[src/rtl/acr_pkg.sv]
package acr_pkg;

   // Bus geometry of the register slave.
   localparam int ADDR_W = 12;
   localparam int DATA_W = 32;
   localparam int IDX_W = ADDR_W - 2;
   localparam int STRB_W = DATA_W / 8;
   localparam int REG_W = 8;
   localparam int NUM_REGS = 4;

   // Register indices; the byte address is four times the index.
   localparam logic [IDX_W-1:0] IDX_CONV_CONFIG = 10'h015;
   localparam logic [IDX_W-1:0] IDX_INPUT_SELECT = 10'h016;
   localparam logic [IDX_W-1:0] IDX_OFFSET_LOW = 10'h017;
   localparam logic [IDX_W-1:0] IDX_OFFSET_HIGH = 10'h018;
   localparam logic [1:0] WORD_ALIGN = 2'h0;

   // Reset values of the four byte registers.
   localparam logic [REG_W-1:0] RST_CONV_CONFIG = 8'h00;
   localparam logic [REG_W-1:0] RST_INPUT_SELECT = 8'h01;
   localparam logic [REG_W-1:0] RST_OFFSET = 8'h00;

   // Output rate codes and the rate each one gives, in samples per second.
   typedef enum logic [1:0] {
      RATE_10 = 2'b00,
      RATE_100 = 2'b01,
      RATE_400 = 2'b10,
      RATE_800 = 2'b11
   } acr_rate_t;
   localparam logic [9:0] SPS_10 = 10'h00a;
   localparam logic [9:0] SPS_100 = 10'h064;
   localparam logic [9:0] SPS_400 = 10'h190;
   localparam logic [9:0] SPS_800 = 10'h320;

   // Reference pair codes.
   typedef enum logic [2:0] {
      REF_INTERNAL = 3'b000,
      REF_EXT_01 = 3'b001,
      REF_EXT_23 = 3'b010,
      REF_EXT_45 = 3'b011,
      REF_SUPPLY = 3'b100,
      REF_RSV5 = 3'b101,
      REF_RSV6 = 3'b110,
      REF_RSV7 = 3'b111
   } acr_ref_t;

   // Gain is one shifted left by the gain code.
   localparam logic [7:0] GAIN_UNITY = 8'h01;

   // Configuration byte layout, most significant field first.
   typedef struct packed {
      acr_rate_t rate;
      acr_ref_t ref_sel;
      logic [2:0] gain;
   } acr_conv_cfg_t;

   // Multiplexer channel codes, shared by both selectors.
   typedef enum logic [3:0] {
      CH_AIN0 = 4'h0, CH_AIN1 = 4'h1, CH_AIN2 = 4'h2, CH_AIN3 = 4'h3,
      CH_AIN4 = 4'h4, CH_AIN5 = 4'h5, CH_AIN6 = 4'h6, CH_AIN7 = 4'h7,
      CH_AIN8 = 4'h8, CH_AIN9 = 4'h9, CH_COMMON = 4'ha, CH_TEMP = 4'hb,
      CH_AVDD_MON = 4'hc, CH_DVDD_MON = 4'hd, CH_TEST_DAC = 4'he,
      CH_OPEN = 4'hf
   } acr_chan_t;

   // Input select byte layout.
   typedef struct packed {
      acr_chan_t pos;
      acr_chan_t neg;
   } acr_mux_t;

   // One-hot routing of one converter input side.
   localparam int PIN_N = 11;
   localparam int MON_N = 4;
   localparam logic [PIN_N-1:0] PIN_ONE = 11'h001;
   localparam logic [MON_N-1:0] MON_ONE = 4'h1;
   typedef struct packed {
      logic [PIN_N-1:0] pin_sel;
      logic [MON_N-1:0] mon_sel;
      logic mon_neg;
      logic open;
   } acr_route_t;

   // Offset correction geometry.
   localparam int RESULT_W = 24;
   localparam int OFFSET_W = 16;
   localparam int OFFSET_SHIFT = RESULT_W - OFFSET_W;
   typedef struct packed {
      logic valid;
      logic [RESULT_W-1:0] data;
   } acr_sample_t;

endpackage

[src/rtl/acr_reg8.sv]
`timescale 1ns/1ps
module acr_reg8 #(
   parameter logic [7:0] RESET_VALUE = 8'h00
) (
   input wire logic pclk,
   input wire logic presetn,
   input wire logic wr_en,
   input wire logic [7:0] wr_data,
   output logic [7:0] q
);

   // Byte register that loads on a qualified bus write.
   always_ff @(posedge pclk or negedge presetn) begin
      if (!presetn) begin
         q <= RESET_VALUE;
      end else if (wr_en) begin
         q <= wr_data;
      end
   end

endmodule

[src/rtl/acr_offset_sub.sv]
`timescale 1ns/1ps
module acr_offset_sub (
   input wire logic pclk,
   input wire logic presetn,
   input wire logic [acr_pkg::OFFSET_W-1:0] offset_word,
   input acr_pkg::acr_sample_t raw,
   output acr_pkg::acr_sample_t corr,
   output logic overflow
);
   import acr_pkg::*;

   logic signed [RESULT_W:0] raw_ext;
   logic signed [RESULT_W:0] off_ext;
   logic signed [RESULT_W:0] diff;
   logic sat;
   logic [RESULT_W-1:0] next_data;

   // Sign-extend both terms, align the offset and take the difference.
   assign raw_ext = $signed({raw.data[RESULT_W-1], raw.data});
   assign off_ext = $signed({offset_word[OFFSET_W-1], offset_word,
                             {OFFSET_SHIFT{1'b0}}});
   assign diff = raw_ext - off_ext;
   assign sat = diff[RESULT_W] != diff[RESULT_W-1];
   // Clamp rather than wrap, so an overflow cannot flip the sign.
   assign next_data = !sat ? diff[RESULT_W-1:0] :
      {diff[RESULT_W], {(RESULT_W-1){~diff[RESULT_W]}}};

   // Register the corrected sample one cycle after the raw one.
   always_ff @(posedge pclk or negedge presetn) begin
      if (!presetn) begin
         corr <= '0;
         overflow <= 1'b0;
      end else begin
         corr.valid <= raw.valid;
         if (raw.valid) begin
            corr.data <= next_data;
            overflow <= sat;
         end
      end
   end

endmodule

[src/rtl/acr_top.sv]
// The APB slave port was decided locally.
`timescale 1ns/1ps

// Function
// RL1: Rate bits 7:6 select 10, 100, 400 or 800 samples per second.
// RL2: Reference bits 5:3 pick internal, pin pairs or supply; 5-7 reserved.
// RL3: Gain bits 2:0 give a gain of two to the power of the code, 1 to 128.
// RL4: The configuration register is index 15h, resets to 00h and is R/W.
// RL5: Positive bits 7:4 pick inputs 0-9, common, monitors, test or open.
// RL6: Negative bits 3:0 map alike but take the negative monitor sides.
// RL7: The input select register is index 16h and resets to 01h.
// RL8: The offset word is index 18h over index 17h, both reset to 00h.
// RL9: The signed offset, shifted up to 24 bits, is taken from each result.
// RL10: Reads return the last write or reset value, with no side effect.
module acr_top (
   input wire logic pclk,
   input wire logic presetn,
   input wire logic psel,
   input wire logic penable,
   input wire logic pwrite,
   input wire logic [acr_pkg::ADDR_W-1:0] paddr,
   input wire logic [acr_pkg::DATA_W-1:0] pwdata,
   input wire logic [acr_pkg::STRB_W-1:0] pstrb,
   output logic [acr_pkg::DATA_W-1:0] prdata,
   output logic pready,
   output logic pslverr,
   output acr_pkg::acr_conv_cfg_t conv_cfg,
   output logic [9:0] rate_sps,
   output acr_pkg::acr_ref_t ref_sel,
   output logic ref_reserved,
   output logic [7:0] gain_factor,
   output acr_pkg::acr_mux_t input_sel,
   output acr_pkg::acr_route_t pos_route,
   output acr_pkg::acr_route_t neg_route,
   output logic [acr_pkg::OFFSET_W-1:0] offset_word,
   input acr_pkg::acr_sample_t raw_sample,
   output acr_pkg::acr_sample_t corr_sample,
   output logic corr_overflow
);
   import acr_pkg::*;

   logic setup_phase;
   logic access_phase;
   logic [IDX_W-1:0] reg_idx;
   logic aligned;
   logic [NUM_REGS-1:0] reg_hit;
   logic any_hit;
   logic wr_ok;
   logic [NUM_REGS-1:0] reg_wr;
   logic [REG_W-1:0] wr_byte;
   logic [REG_W-1:0] cfg_byte;
   logic [REG_W-1:0] mux_byte;
   logic [REG_W-1:0] off_low;
   logic [REG_W-1:0] off_high;
   logic [REG_W-1:0] rd_byte;
   logic [DATA_W-1:0] next_prdata;

   // Bus phase decode; the slave never inserts wait states.
   assign setup_phase = psel & ~penable;
   assign access_phase = psel & penable;
   assign pready = 1'b1;

   // Address decode: word aligned and one of the four indices.
   assign reg_idx = paddr[ADDR_W-1:2];
   assign aligned = paddr[1:0] == WORD_ALIGN;
   assign reg_hit[0] = aligned & (reg_idx == IDX_CONV_CONFIG);
   assign reg_hit[1] = aligned & (reg_idx == IDX_INPUT_SELECT);
   assign reg_hit[2] = aligned & (reg_idx == IDX_OFFSET_LOW);
   assign reg_hit[3] = aligned & (reg_idx == IDX_OFFSET_HIGH);
   assign any_hit = |reg_hit;

   // Unmapped addresses answer with an error and change nothing.
   assign pslverr = access_phase & ~any_hit;

   // A write lands only with lane 0 enabled, in the access phase.
   assign wr_ok = access_phase & pwrite & pstrb[0];
   assign reg_wr = reg_hit & {NUM_REGS{wr_ok}};
   assign wr_byte = pwdata[REG_W-1:0];

   // Converter configuration byte.
   acr_reg8 #(
      .RESET_VALUE(RST_CONV_CONFIG)
   ) u_conv_config (
      .pclk(pclk),
      .presetn(presetn),
      .wr_en(reg_wr[0]), // RL4
      .wr_data(wr_byte),
      .q(cfg_byte)
   );

   // Input select byte.
   acr_reg8 #(
      .RESET_VALUE(RST_INPUT_SELECT)
   ) u_input_select (
      .pclk(pclk),
      .presetn(presetn),
      .wr_en(reg_wr[1]), // RL7
      .wr_data(wr_byte),
      .q(mux_byte)
   );

   // Low byte of the offset word.
   acr_reg8 #(
      .RESET_VALUE(RST_OFFSET)
   ) u_offset_low (
      .pclk(pclk),
      .presetn(presetn),
      .wr_en(reg_wr[2]), // RL8
      .wr_data(wr_byte),
      .q(off_low)
   );

   // High byte of the offset word.
   acr_reg8 #(
      .RESET_VALUE(RST_OFFSET)
   ) u_offset_high (
      .pclk(pclk),
      .presetn(presetn),
      .wr_en(reg_wr[3]), // RL8
      .wr_data(wr_byte),
      .q(off_high)
   );

   // Read selection; upper bits and unmapped reads return zero.
   assign rd_byte = reg_hit[0] ? cfg_byte :
                    reg_hit[1] ? mux_byte :
                    reg_hit[2] ? off_low :
                    reg_hit[3] ? off_high : RST_OFFSET;
   assign next_prdata = {{(DATA_W-REG_W){1'b0}}, rd_byte};

   // Read data is captured in the setup cycle and held for the access.
   always_ff @(posedge pclk or negedge presetn) begin
      if (!presetn) begin
         prdata <= '0;
      end else if (setup_phase) begin
         prdata <= next_prdata; // RL10
      end
   end

   // Field views of the stored bytes.
   assign conv_cfg = acr_conv_cfg_t'(cfg_byte);
   assign input_sel = acr_mux_t'(mux_byte);
   assign ref_sel = conv_cfg.ref_sel;
   assign offset_word = {off_high, off_low}; // RL8

   // Output rate in samples per second.
   always_comb begin
      rate_sps = SPS_10;
      unique case (conv_cfg.rate)
         RATE_10: rate_sps = SPS_10; // RL1
         RATE_100: rate_sps = SPS_100;
         RATE_400: rate_sps = SPS_400;
         RATE_800: rate_sps = SPS_800;
      endcase
   end

   // Reserved reference codes are stored but flagged to the front end.
   assign ref_reserved = ref_sel >= REF_RSV5; // RL2

   // Gain doubles with each code step.
   assign gain_factor = GAIN_UNITY << conv_cfg.gain; // RL3

   // Routing of one selector code onto pins, monitors or open.
   function automatic acr_route_t route_of(input acr_chan_t ch,
                                           input logic neg_side);
      acr_route_t r;
      r = '0;
      if (ch <= CH_COMMON) begin
         r.pin_sel = PIN_ONE << ch;
      end else if (ch == CH_OPEN) begin
         r.open = 1'b1;
      end else begin
         r.mon_sel = MON_ONE << 4'(ch - CH_TEMP);
         r.mon_neg = neg_side;
      end
      return r;
   endfunction

   // Both selectors share the map; only the monitor side differs.
   assign pos_route = route_of(input_sel.pos, 1'b0); // RL5
   assign neg_route = route_of(input_sel.neg, 1'b1); // RL6

   // Offset correction of each raw sample.
   acr_offset_sub u_offset_sub (
      .pclk(pclk),
      .presetn(presetn),
      .offset_word(offset_word), // RL9
      .raw(raw_sample),
      .corr(corr_sample),
      .overflow(corr_overflow)
   );

   logic [RESULT_W:0] exp_diff;
   assign exp_diff = {raw_sample.data[RESULT_W-1], raw_sample.data} -
      {offset_word[OFFSET_W-1], offset_word, {OFFSET_SHIFT{1'b0}}};

   // The exact difference overflows when its two top bits differ.
   logic exp_sat;
   assign exp_sat = exp_diff[RESULT_W] != exp_diff[RESULT_W-1];
endmodule

[config.mk]
export PLATFORM = sky130hd
export DESIGN_NAME = acr_top
export DESIGN_NICKNAME = d
export VERILOG_FILES = /design/src/rtl/acr_pkg.sv /design/src/rtl/acr_reg8.sv /design/src/rtl/acr_offset_sub.sv /design/src/rtl/acr_top.sv
export SDC_FILE = /design/constraint.sdc
export NUM_CORES = 1
export LEC_CHECK = 0
export BUFFER_PORTS_ARGS = -buffer_cell sky130_fd_sc_hd__buf_2
export CORE_ASPECT_RATIO = 0.75
export CORE_UTILIZATION = 35
export CTS_CLUSTER_DIAMETER = 200
export DETAILED_ROUTE_END_ITERATION = 8
export GPL_TIMING_DRIVEN = 0
export PLACE_DENSITY = 0.68
export SLEW_MARGIN = 30
export SYNTH_ARGS = -nofsm -noshare
export SYNTH_HDL_FRONTEND = slang
export SYNTH_SLANG_ARGS = --single-unit
[constraint.sdc]
create_clock -name pclk -period 7.2 [get_ports pclk]
set_input_delay 0.36 -clock pclk [delete_from_list [all_inputs] [get_ports pclk]]
set_output_delay 0.36 -clock pclk [all_outputs]
set_load 0.02 [all_outputs]
After elaboration in Yosys (flattened, before gate mapping). Index checks and enable logic that the tools add are counted.

Flip-flop bits (word level): 66. Bits of input ports: 78. Output and inout port bits: 148. Word-level logic and storage cells: 59.

Add/subtract/negate cells: 3. Order comparisons: 3. Eq/ne operators: 10. Shifts and indexed selects: 5. Multiplexer cells: 14. Bitwise operators: 13. Reductions and logical operators: 3.

Operator list (number): 10-bit by 5-bit equality test with 1-bit output, second input constant (4); 10-bit one-hot mux with 4 select lines (1); 8-bit two-way mux (4); 24-bit by 24-bit subtractor with 25-bit output (1); 24-bit two-way mux (1); 11-bit two-way mux (2); 1-bit by 4-bit left shift with 11-bit output, first input constant (2); 6-bit two-way mux (2); 5-bit two-way mux (2); 1-bit bitwise AND (9); 4-bit equality test, second input constant (2); 4-bit <= comparator, second input constant (2); 1-bit by 3-bit left shift with 8-bit output, first input constant (1); 1-bit by 4-bit left shift with 4-bit output, first input constant (2); 4-bit subtractor, second input constant (2); 4-bit bitwise AND (1); 2-bit equality test, second input constant (2); 2-bit zero test (2); 4-bit OR reduction (1); 3-bit greater-or-equal comparator, second input constant (1); 1-bit inverter (3); 2-bit by 1-bit equality test with 1-bit output, second input constant (1); 1-bit two-way mux (2); 1-bit inequality test (1).

Depth between registers and ports, before layout. Gate-level depths: netlist of run 1.

Depth in word-level cells: 6. Gate-level depth with buffers: 11. Depth with buffers taken out: 10.

Cells and area by module. Synthesis of run 1 repeated with hierarchy kept, for this count alone.

Cells, all modules: 528. Area, all modules: 5028.6 um^2.

Modules (own cells, without submodules): acr_offset_sub (times used 1, cells an instance 247, area an instance 2183.3 um^2, sequential area each 650.6 um^2); acr_top (times used 1, cells an instance 213, area an instance 1517.7 um^2, sequential area each 200.2 um^2); acr_reg8 at u_conv_config ... (times used 3, cells an instance 17, area an instance 331.6 um^2, sequential area each 200.2 um^2); acr_reg8 at u_input_select (times used 1, cells an instance 17, area an instance 332.8 um^2, sequential area each 201.4 um^2).

Worst setup path before layout of run 1. OpenSTA, ideal clock, no wires.

Path kind: register to register. Start: reg u_offset_low.q[5]. End: reg u_offset_sub.corr[0] in the netlist's numbering. Library setup time: 0.126 ns. Arrival: 2.517 ns. Data required time: 7.074 ns. Setup slack: 4.557 ns. Stages on the path, launching flop included: 11. Buffers on the path: 1. Period minus slack after synthesis: 2.643 ns. Path through: dfrtp_1 inv_1 ha_1 a21oi_1 a21boi_1 nor4_1 o31a_1 mux2_4 and2_4 buf_6 a221o_1.

Word-level cells in the longest chain between the ends: 3. Elaborated cells on any way between the ends: 4. Those cells by class: add/sub: 1; eq/ne: 1; mux: 1; bitwise: 1.

RTL lines: start, declared (RTL line acr_reg8.sv:9) `output logic [7:0] q`; start signal, assigned (RTL line acr_reg8.sv:17) `q <= wr_data;`; 24-bit by 24-bit subtractor with 25-bit output (*) (RTL line acr_offset_sub.sv:22) `assign diff = raw_ext - off_ext;`; 1-bit inequality test or 1-bit inverter (tied branches) (RTL line acr_offset_sub.sv:23, acr_offset_sub.sv:26); 24-bit two-way mux (*) (RTL line acr_offset_sub.sv:25) `assign next_data = !sat ? diff[RESULT_W-1:0] :`; end, declared (RTL line acr_offset_sub.sv:7) `output acr_pkg::acr_sample_t corr,`.

Every way passes the cells marked *; elsewhere a longest branch is shown, timed or not. A chain may end at the register's enable or synchronous reset.

Worst setup path in the final report of run 1.
Start: reg u_offset_low.q[0]. End: reg u_offset_sub.corr[17] in the netlist's numbering.

Same word-level chain as after synthesis.

==> flow_summary.toml, run 1 <==
[outcome]
status = "finished, final reports clean"

[synthesis]
synthTopCellsByArea = "dfrtp_1 36%, ha_1 7.7%, buf_4 5.4%"
synth_cell_types = 56
async_flop_share = 1.00
synth_edf_count = 0
syn-instance-count = 511
yosysSeqAreaShare = 0.361
yosysWarnings = 0
ys_ff_latch = 66
syn_area_um2 = 4570
synth_largest_area_cell = "dfrtp_1"
synth-main-ff-cell = "dfrtp_1"
synth_area_per_cell_um2 = 8.95
yosysTopAreaCellShare = 0.356
yosysMostFrequentCell = "dfrtp_1"
synth_common_cells = "65 x dfrtp_1, 44 x nor2_1, 41 x nand2_1, 34 x o21ai_0, 33 x buf_4"

[pwr]
powerDensity_nw_per_um2 = 166
swShare = 0.274
ir_worst_vdd_mv = 0.0940
p_int_uw = 731
p_sw_uw = 275
power.share.sequential = 0.395
p_comb_frac = 0.164
p_clk_frac = 0.441
p_leak_uw = 0.00323
finalPower_uw = 1010

[drt]
routed_via_density = 4.99
vias = 4449
routed_wl_um = 14300
ant_nets = 0
drt_iter0_markers = 279
drcViolationCount = 0
drtPass1Iterations = 4
routedWlPerCell_um = 16.1

[cells_and_area]
design_area_um2 = 6080
final_nets = 827
drive_above_1_share = 0.349
post-route-util = 0.485
diodes = 0
syn2layout_area_growth_pct = 32.9

[clock_tree]
cts_tree = "built"
clk_pin_slew_ns = 0.06
cts-htree-levels = 3
clkSinkCount = 66
cts_hold_buf = 1
post_cts_buffers = 0
cts_buffers = 9
ctsResizeCount = 0
cts-root-buf = "clkbuf_16"
cts_buffer_depth = 2
clkLatencyLatePin_ns = 0.33

[floorplanning]
die_y_um = 101
rows = 35
die_area_um2 = 13500
coreArea_um2 = 12500
pin_count = 226
initial_core_util = 0.365
die_w_um = 134

[grt]
grt.total_usage = 0.215
grt_pass1_wl_um = 22400
antenna_found_initial = 0
overflow = 0
grt_max_degree = 46
grt_pass1_vias = 4270

[timing]
rsz0062_at_grt = "no"
fin_setup_tns_ns = 0
final_max_slew_viol_count = 0
min_period_ns = 3.14
tightest_slew_ns = 0.735
fin_skew_ns = 0.00569
hold_viol = 0
slew_headroom = 0.507
fmax_ghz = 0.318
timing.final.crit_share = 0.436
layout_setup_ws_ns = 4.06
finalSetupViolCount = 0

[critical_path]
critical-path-slowest-cell = "dfrtp_1"
crit_type = "reg2reg"
path_buf_inv = 1
path_cells = "ha_1 -> fa_1 -> nand2b_1 -> a211oi_2 -> o21ai_1 -> a21oi_1 -> or2_2 -> clkbuf_1 -> o21ai_0 -> o211ai_1"
cp.arrival_ns = 3.38
slowest_delay_ns = 0.42
cp-end-kind = "register"
critPathTopFamily = "compound AO/OA/AOI/OAI gates"
critPathMaxFanout = 10
worstPathRequired_ns = 7.44
worstSetupStartpointType = "register"

[placed_design]
dpl_cell_area_um2 = 5760
port_buffers = 171
gp_congestion = 0.863
dp_hpwl_um = 11700
pre_cts_slack_ns = 4.09

[flow_run]
drv_cap = 0

[hold_path]
hold_path_class = "in2reg"
## state kept, by name, summed over array words and instances, names as in the netlist
register               cells
u_offset_high.q            8
u_offset_sub.overflow      1
u_offset_sub.corr         25
prdata                     8
u_input_select.q           8
u_offset_low.q             8
u_conv_config.q            8
## cells in the final DEF (no fill, tap or decap), drive strengths merged, types with 3 or more instances in the layout
cell type  instances
buf              212
dfrtp             65
nor2              44
nand2             41
o21ai             37
inv               29
ha                28
conb              27
clkbuf            27
a211oi            20
and2              19
mux2              19
nor3              14
a21oi             13
mux2i              9
and3               9
nor2b              9
a221o              9
a221oi             8
o211ai             8
nand2b             7
a21o               7
xnor2              7
nor4b              5
clkinv             5
nand4              4
nand3              4
or3                3
nor4               3
nor3b              3
o21a               3
a31oi              3
xor2               3
## power by group through the flow
stage / registers, uW / clock network [uW] / logic, uW
3_3_place_gp: 403 / 0 / 161
4_1_cts: 397 / 453 / 165
2_1_floorplan: 425 / 0 / 81.5
5_1_grt: 399 / 470 / 180
3_5_place_dp: 404 / 0 / 165
6_report: 397 / 444 / 165
## cell type report
type / count / area (um2)
Buffer: 56 / 348
Clock buffer: 11 / 243
Multi-Input combinational cell: 383 / 2550
Fill cell: 1257 / 6450
Sequential cell: 66 / 1650
Inverter: 31 / 116
Clock inverter: 5 / 63.8
Tap cell: 166 / 208
Timing Repair Buffer: 173 / 896
## cells by family (layout without fill, tap and decap cells)
family / after synthesis / count (layout) / share of synthesized area
AND/OR/NAND/NOR: 169 / 169 / 0.186
AO/OA/AOI/OAI: 120 / 120 / 0.182
buffers and inverters: 87 / 276 / 0.102
flip-flops: 66 / 66 / 0.361
adder cells (fa/ha/maj): 29 / 29 / 0.0810
multiplexers: 28 / 28 / 0.0673
XOR/XNOR: 10 / 10 / 0.0192
other: 2 / 27 / 0.00164
## per-stage QoR
step	hold WS [ns]	instances
global route	0.140	891
CTS	0.141	891
finish	0.152	891
floorplan	0.0644	536
detailed placement	0.285	874
global placement	0.466	873
## path summary, 6_finish.rpt
check | from | end | slack, ns | cells after the start
worst max-delay path | u_offset_low.q[0] | u_offset_sub.corr[17] | 4.06 | 10
worst min-delay path | raw_sample[24] | u_offset_sub.corr[24] | 0.15 | 1
worst max register to register | u_offset_low.q[0] | u_offset_sub.corr[17] | 4.06 | 10
worst min register to register | prdata[1] | prdata[1] | 0.49 | 2
max in group asynchronous | presetn | u_input_select.q[0] | 6.14 | 3
min in group asynchronous | presetn | u_offset_sub.corr[16] | 0.48 | 2
## layer usage
layer / global-route usage / routed length (um) / vias to the layer above
li1: - / - / 2171
met1: 0.294 / 6660 / 2126
met2: 0.335 / 6370 / 148
met3: 0.0654 / 1240 / 4
met4: 0.0411 / 64 / 0
met5: 0 / 0 / -
(Power assumes the default switching activity.)
==> run 2, diff against run 1 <==
==> constraint.sdc (replaced) <==
create_clock -name pclk -period 2.9 [get_ports pclk]
set_input_delay 0.145 -clock pclk [delete_from_list [all_inputs] [get_ports pclk]]
set_output_delay 0.145 -clock pclk [all_outputs]
set_load 0.02 [all_outputs]
==> run 2 against run 1 <==
  * Count of clock-buffer cells in the layout stayed put
  * Sequential power rose by 150%
  * Clock skew grew 0.00069 ns
  * Cell area rose by 2.5%
  * Hold slack worse by 0.11 ns
  * Critical path type unchanged
  * Critical path depth did not move
  * Largest cell class unchanged
  * Sequential share of layout area down 0.63 points
  * Flip-flop and latch count stayed put
  * Total power rose to 2.5 times the previous value
  * Final cell count increased by 0.79%
  * Via count up 1.8%
==> flow_summary.toml, run 2 (synthesized netlist as in run 1, its figures left out) <==
[outcome]
status = "finished, final reports clean"

[pwr]
swShare = 0.276
finalPower_uw = 2520
p_leak_uw = 0.00328
p_clk_frac = 0.438
p_comb_frac = 0.170
ir_worst_vdd_mv = 0.248
power.share.sequential = 0.392
powerDensity_nw_per_um2 = 404
p_sw_uw = 694
p_int_uw = 1820

[cells_and_area]
most-common-layout-cells = "175 x buf_2, 63 x dfrtp_1, 43 x nor2_1"
layout_commonest_cell = "buf_2"
diodes = 0
syn2layout_area_growth_pct = 36.3
largest_register_ffs = 25
n_fill_cell = 1247
drive_above_1_share = 0.378
regMostFlops = "u_offset_sub.corr"
final_nets = 834

[placed_design]
port_buffers = 171
gp_congestion = 0.863
dp_hpwl_um = 11700
pre_cts_slack_ns = -0.191

[clock_tree]
cts-htree-levels = 3
cts_buffer_depth = 2
clk_pin_slew_ns = 0.06
clkLatencyLatePin_ns = 0.33
cts_tree = "built"
cts_buffers = 9
cts-root-buf = "clkbuf_16"
clkSinkCount = 66

[timing]
rsz0062_at_grt = "yes"
final_max_slew_viol_count = 0
fmax_ghz = 0.352
hold_viol = 0
tightest_slew_ns = 0.742
timing.final.crit_share = 0.980
finalSetupViolCount = 0
layout_setup_ws_ns = 0.0579
fin_skew_ns = 0.00638
min_period_ns = 2.84
slew_headroom = 0.503

[critical_path]
cp-end-kind = "register"
path_cells = "inv_1 -> ha_1 -> a21oi_1 -> o21ai_2 -> nor4_2 -> o31a_1 -> mux2_4 -> and2_4 -> buf_6 -> a221o_1"
worstSetupStartpointType = "register"
crit_type = "reg2reg"
slowest_delay_ns = 0.39
cp.arrival_ns = 3.05
critPathMaxFanout = 9
critical-path-slowest-cell = "ha_1"
worstPathRequired_ns = 3.11

[drt]
routedWlPerCell_um = 16.3
drt_iter0_markers = 255
drtPass1Iterations = 4
routed_wl_um = 14600
ant_nets = 0
vias = 4527
routed_via_density = 5.04
drcViolationCount = 0

[floorplanning]
die_y_um = 101
initial_core_util = 0.365
die_w_um = 134
pin_count = 226
coreArea_um2 = 12500
die_area_um2 = 13500
rows = 35

[flow_run]
drv_cap = 0

[grt]
grt_max_degree = 46
grt_pass1_wl_um = 22500
grt.total_usage = 0.216
overflow = 0
antenna_found_initial = 0
grt_pass1_vias = 4276

[hold_path]
hold_path_class = "in2reg"
run 2: critical path: cells and delay by family (launching register included):
kind                       cells  cell delay, ns
AOI/OAI and AO/OA              4            0.82
and+or+nand+nor                2            0.53
adders and majority gates      1            0.39
DFF                            1            0.38
muxes                          1            0.36
buffers and inverters          2            0.24
run 2: layout make-up:
type	count	area, um2	area share
Clock buffer	11	243	0.0390
Multi-Input combinational cell	383	2640	0.423
Clock inverter	5	63.8	0.0102
Sequential cell	66	1660	0.266
Timing Repair Buffer	180	951	0.153
Tap cell	166	208	0.0333
Buffer	56	355	0.0570
Inverter	31	116	0.0187
run 2: power groups by stage:
stage               clock network [uW]  registers, uW  logic (uW)
global route                      1170            991         465
finish                            1100            987         428
global placement                     0           1000         399
floorplan                            0           1050         202
CTS                               1120            987         415
detailed placement                   0           1000         408
run 2: per-stage QoR:
step / util / hold WS [ns] / area, um2 / TNS [ns] / instances
floorplan: - / -0.151 / 4670 / 0 / 536
detailed placement: 0.460 / 0.0698 / 5760 / -2.47 / 874
finish: 0.498 / 0.0389 / 6230 / 0 / 898
CTS: 0.488 / 0.0317 / 6110 / 0 / 892
global route: 0.498 / 0.0351 / 6230 / -0.00864 / 898
global placement: 0.458 / 0.268 / 5730 / -2.23 / 873
run 2: what timing repair did:
action | in CTS | in global routing
setup endpoints to repair | 20 | 23
hold buffers | 2 | 0
setup buffers | 0 | 6
pin swaps | 0 | 8
resized for setup | 6 | 21
endpoints found under the hold margin | 22 | 0
run 2: worst paths after layout:
check	slack (ns)	start	cells past startpoint	endpoint
max in group asynchronous	2.05	presetn	3	u_input_select.q[0]
min in group asynchronous	0.26	presetn	2	u_offset_sub.corr[16]
hold reg to reg	0.49	prdata[1]	2	prdata[1]
hold / removal	0.04	raw_sample[1]	2	u_offset_sub.corr[1]
setup / recovery	0.06	u_offset_high.q[2]	10	u_offset_sub.corr[6]
setup reg to reg	0.06	u_offset_high.q[2]	10	u_offset_sub.corr[6]
run 2: per-layer routing:
layer / vias to the layer above / global-route usage / routed length (um)
li1: 2182 / - / -
met1: 2171 / 0.295 / 6860
met2: 162 / 0.336 / 6500
met3: 12 / 0.0654 / 1140
met4: 0 / 0.0411 / 107
met5: - / 0 / 0
==> run 3, diff against run 2 <==
--- a/config.mk
+++ b/config.mk
@@ -8,6 +8,7 @@
 export BUFFER_PORTS_ARGS = -buffer_cell sky130_fd_sc_hd__buf_2
 export CORE_ASPECT_RATIO = 0.75
 export CORE_UTILIZATION = 35
+export CTS_BUF_LIST = sky130_fd_sc_hd__clkbuf_4 sky130_fd_sc_hd__clkbuf_8 sky130_fd_sc_hd__clkbuf_16
 export CTS_CLUSTER_DIAMETER = 200
 export DETAILED_ROUTE_END_ITERATION = 8
 export GPL_TIMING_DRIVEN = 0
==> run 3 against run 2 <==
  * Final cell count stayed put
  * Worst setup slack worse by 0.0065 ns
  * Clock skew hardly changed
  * Register-to-register slack hardly changed
  * Critical path type unchanged
  * Largest cell class unchanged
==> flow_summary.toml, run 3 (synthesized netlist as in run 1, its figures left out) <==
[timing]
slew_headroom = 0.490
timing.final.crit_share = 0.982
tightest_slew_ns = 0.765
fin_skew_ns = 0.00651
fin_hold_ws_ns = 0.0389
fmax_ghz = 0.351
rsz0062_at_grt = "yes"
finalSetupViolCount = 0
hold_viol = 0
min_period_ns = 2.85
final_max_slew_viol_count = 0
fin_setup_tns_ns = 0
layout_setup_ws_ns = 0.0514

[clock_tree]
cts-htree-levels = 3
clkLatencyLatePin_ns = 0.33
cts_tree = "built"
cts_buffer_depth = 2
clkSinkCount = 66
clk_pin_slew_ns = 0.06
cts_buffers = 9
cts-root-buf = "clkbuf_16"

[cells_and_area]
post-route-util = 0.498
largest_register_ffs = 25
drive_above_1_share = 0.380
regMostFlops = "u_offset_sub.corr"
most-common-layout-cells = "175 x buf_2, 63 x dfrtp_1, 43 x nor2_1"
syn2layout_area_growth_pct = 36.3
final_nets = 834
layout_commonest_cell = "buf_2"
stdcell_count = 898
diodes = 0

[drt]
drt_iter0_markers = 267
drcViolationCount = 0
routedWlPerCell_um = 16.3
ant_nets = 0
routed_wl_um = 14600
drtPass1Iterations = 5
route.met3.wl_um = 1240
vias = 4514
routed_via_density = 5.03
wl_met1_um = 6760
top_layer = "met4"
wl_met2_um = 6520

[placed_design]
gp_congestion = 0.863
dp_hpwl_um = 11700
dp_cells = 874
pre_cts_slack_ns = -0.191
port_buffers = 171

[hold_path]
hp-start = "raw_sample[1]"
hold_path_class = "in2reg"

[critical_path]
worstSetupStartpointType = "register"
slowest_delay_ns = 0.39
cp-end-kind = "register"
critPathTopFamily = "compound AO/OA/AOI/OAI gates"
cp.arrival_ns = 3.06
critical-path-slowest-cell = "ha_1"
worstPathRequired_ns = 3.11
crit_type = "reg2reg"
worstReg2RegStart = "u_offset_high.q[2]"
crit_path_start = "u_offset_high.q[2]"
path_buf_inv = 2
critPathMaxFanout = 9
path_cells = "inv_1 -> ha_1 -> a21oi_1 -> o21ai_2 -> nor4_2 -> o31a_1 -> mux2_4 -> and2_4 -> buf_6 -> a221o_1"

[pwr]
powerDensity_nw_per_um2 = 405
ir_worst_vdd_mv = 0.249
p_leak_uw = 0.00328

[grt]
grt_pass1_vias = 4276
grt.total_usage = 0.216
grt_max_degree = 46
antenna_found_initial = 0
overflow = 0
grt_pass1_wl_um = 22500

[floorplanning]
die_w_um = 134
coreArea_um2 = 12500
pin_count = 226
initial_core_util = 0.365
die_area_um2 = 13500
rows = 35
die_y_um = 101

[flow_run]
drv_cap = 0

[outcome]
status = "finished, final reports clean"
run 3: through the flow:
| step | power [uW] | area [um2] |
|---|---|---|
| floorplan | 1260 | 4670 |
| detailed placement | 1410 | 5760 |
| global route | 2630 | 6230 |
| global placement | 1400 | 5730 |
| finish | 2530 | 6230 |
| CTS | 2530 | 6110 |
run 3: what timing repair did:
action | CTS | global route
cloned | 0 | 0
endpoints found under the hold margin | 22 | 0
buffers inserted | 0 | 6
pin swaps | 0 | 8
resized for setup | 6 | 21
setup endpoints to repair | 20 | 23
hold buffers | 2 | 0
run 3: area by class of cell:
type,instances,area (um2)
multi-input cells,383,2640
clock buffers,11,246
plain buffers,56,355
clock inverters,5,63.8
inverters,31,116
flip-flops and latches,66,1660
repair buffers,180,951
well taps,166,208
fillers,1245,6290
run 3: path summary, 6_finish.rpt:
kind / end / slack [ns] / cells past startpoint
max: u_offset_sub.corr[6] / 0.05 / 10
min: u_offset_sub.corr[1] / 0.04 / 2
max reg2reg: u_offset_sub.corr[6] / 0.05 / 10
min reg2reg: prdata[1] / 0.49 / 2
max in group asynchronous: u_input_select.q[0] / 2.05 / 3
min in group asynchronous: u_offset_sub.corr[16] / 0.26 / 2
run 3: metal layers:
layer	track usage	vias up
met3	0.0654	7
met4	0.0411	0
met5	0	-
met2	0.336	166
li1	-	2178
met1	0.295	2163
run 3: power by group:
group / internal (uW) / total [uW] / switching [uW]
logic: 168 / 427 / 259
registers: 964 / 987 / 23.1
clock network: 702 / 1110 / 411
total: 1830 / 2530 / 693
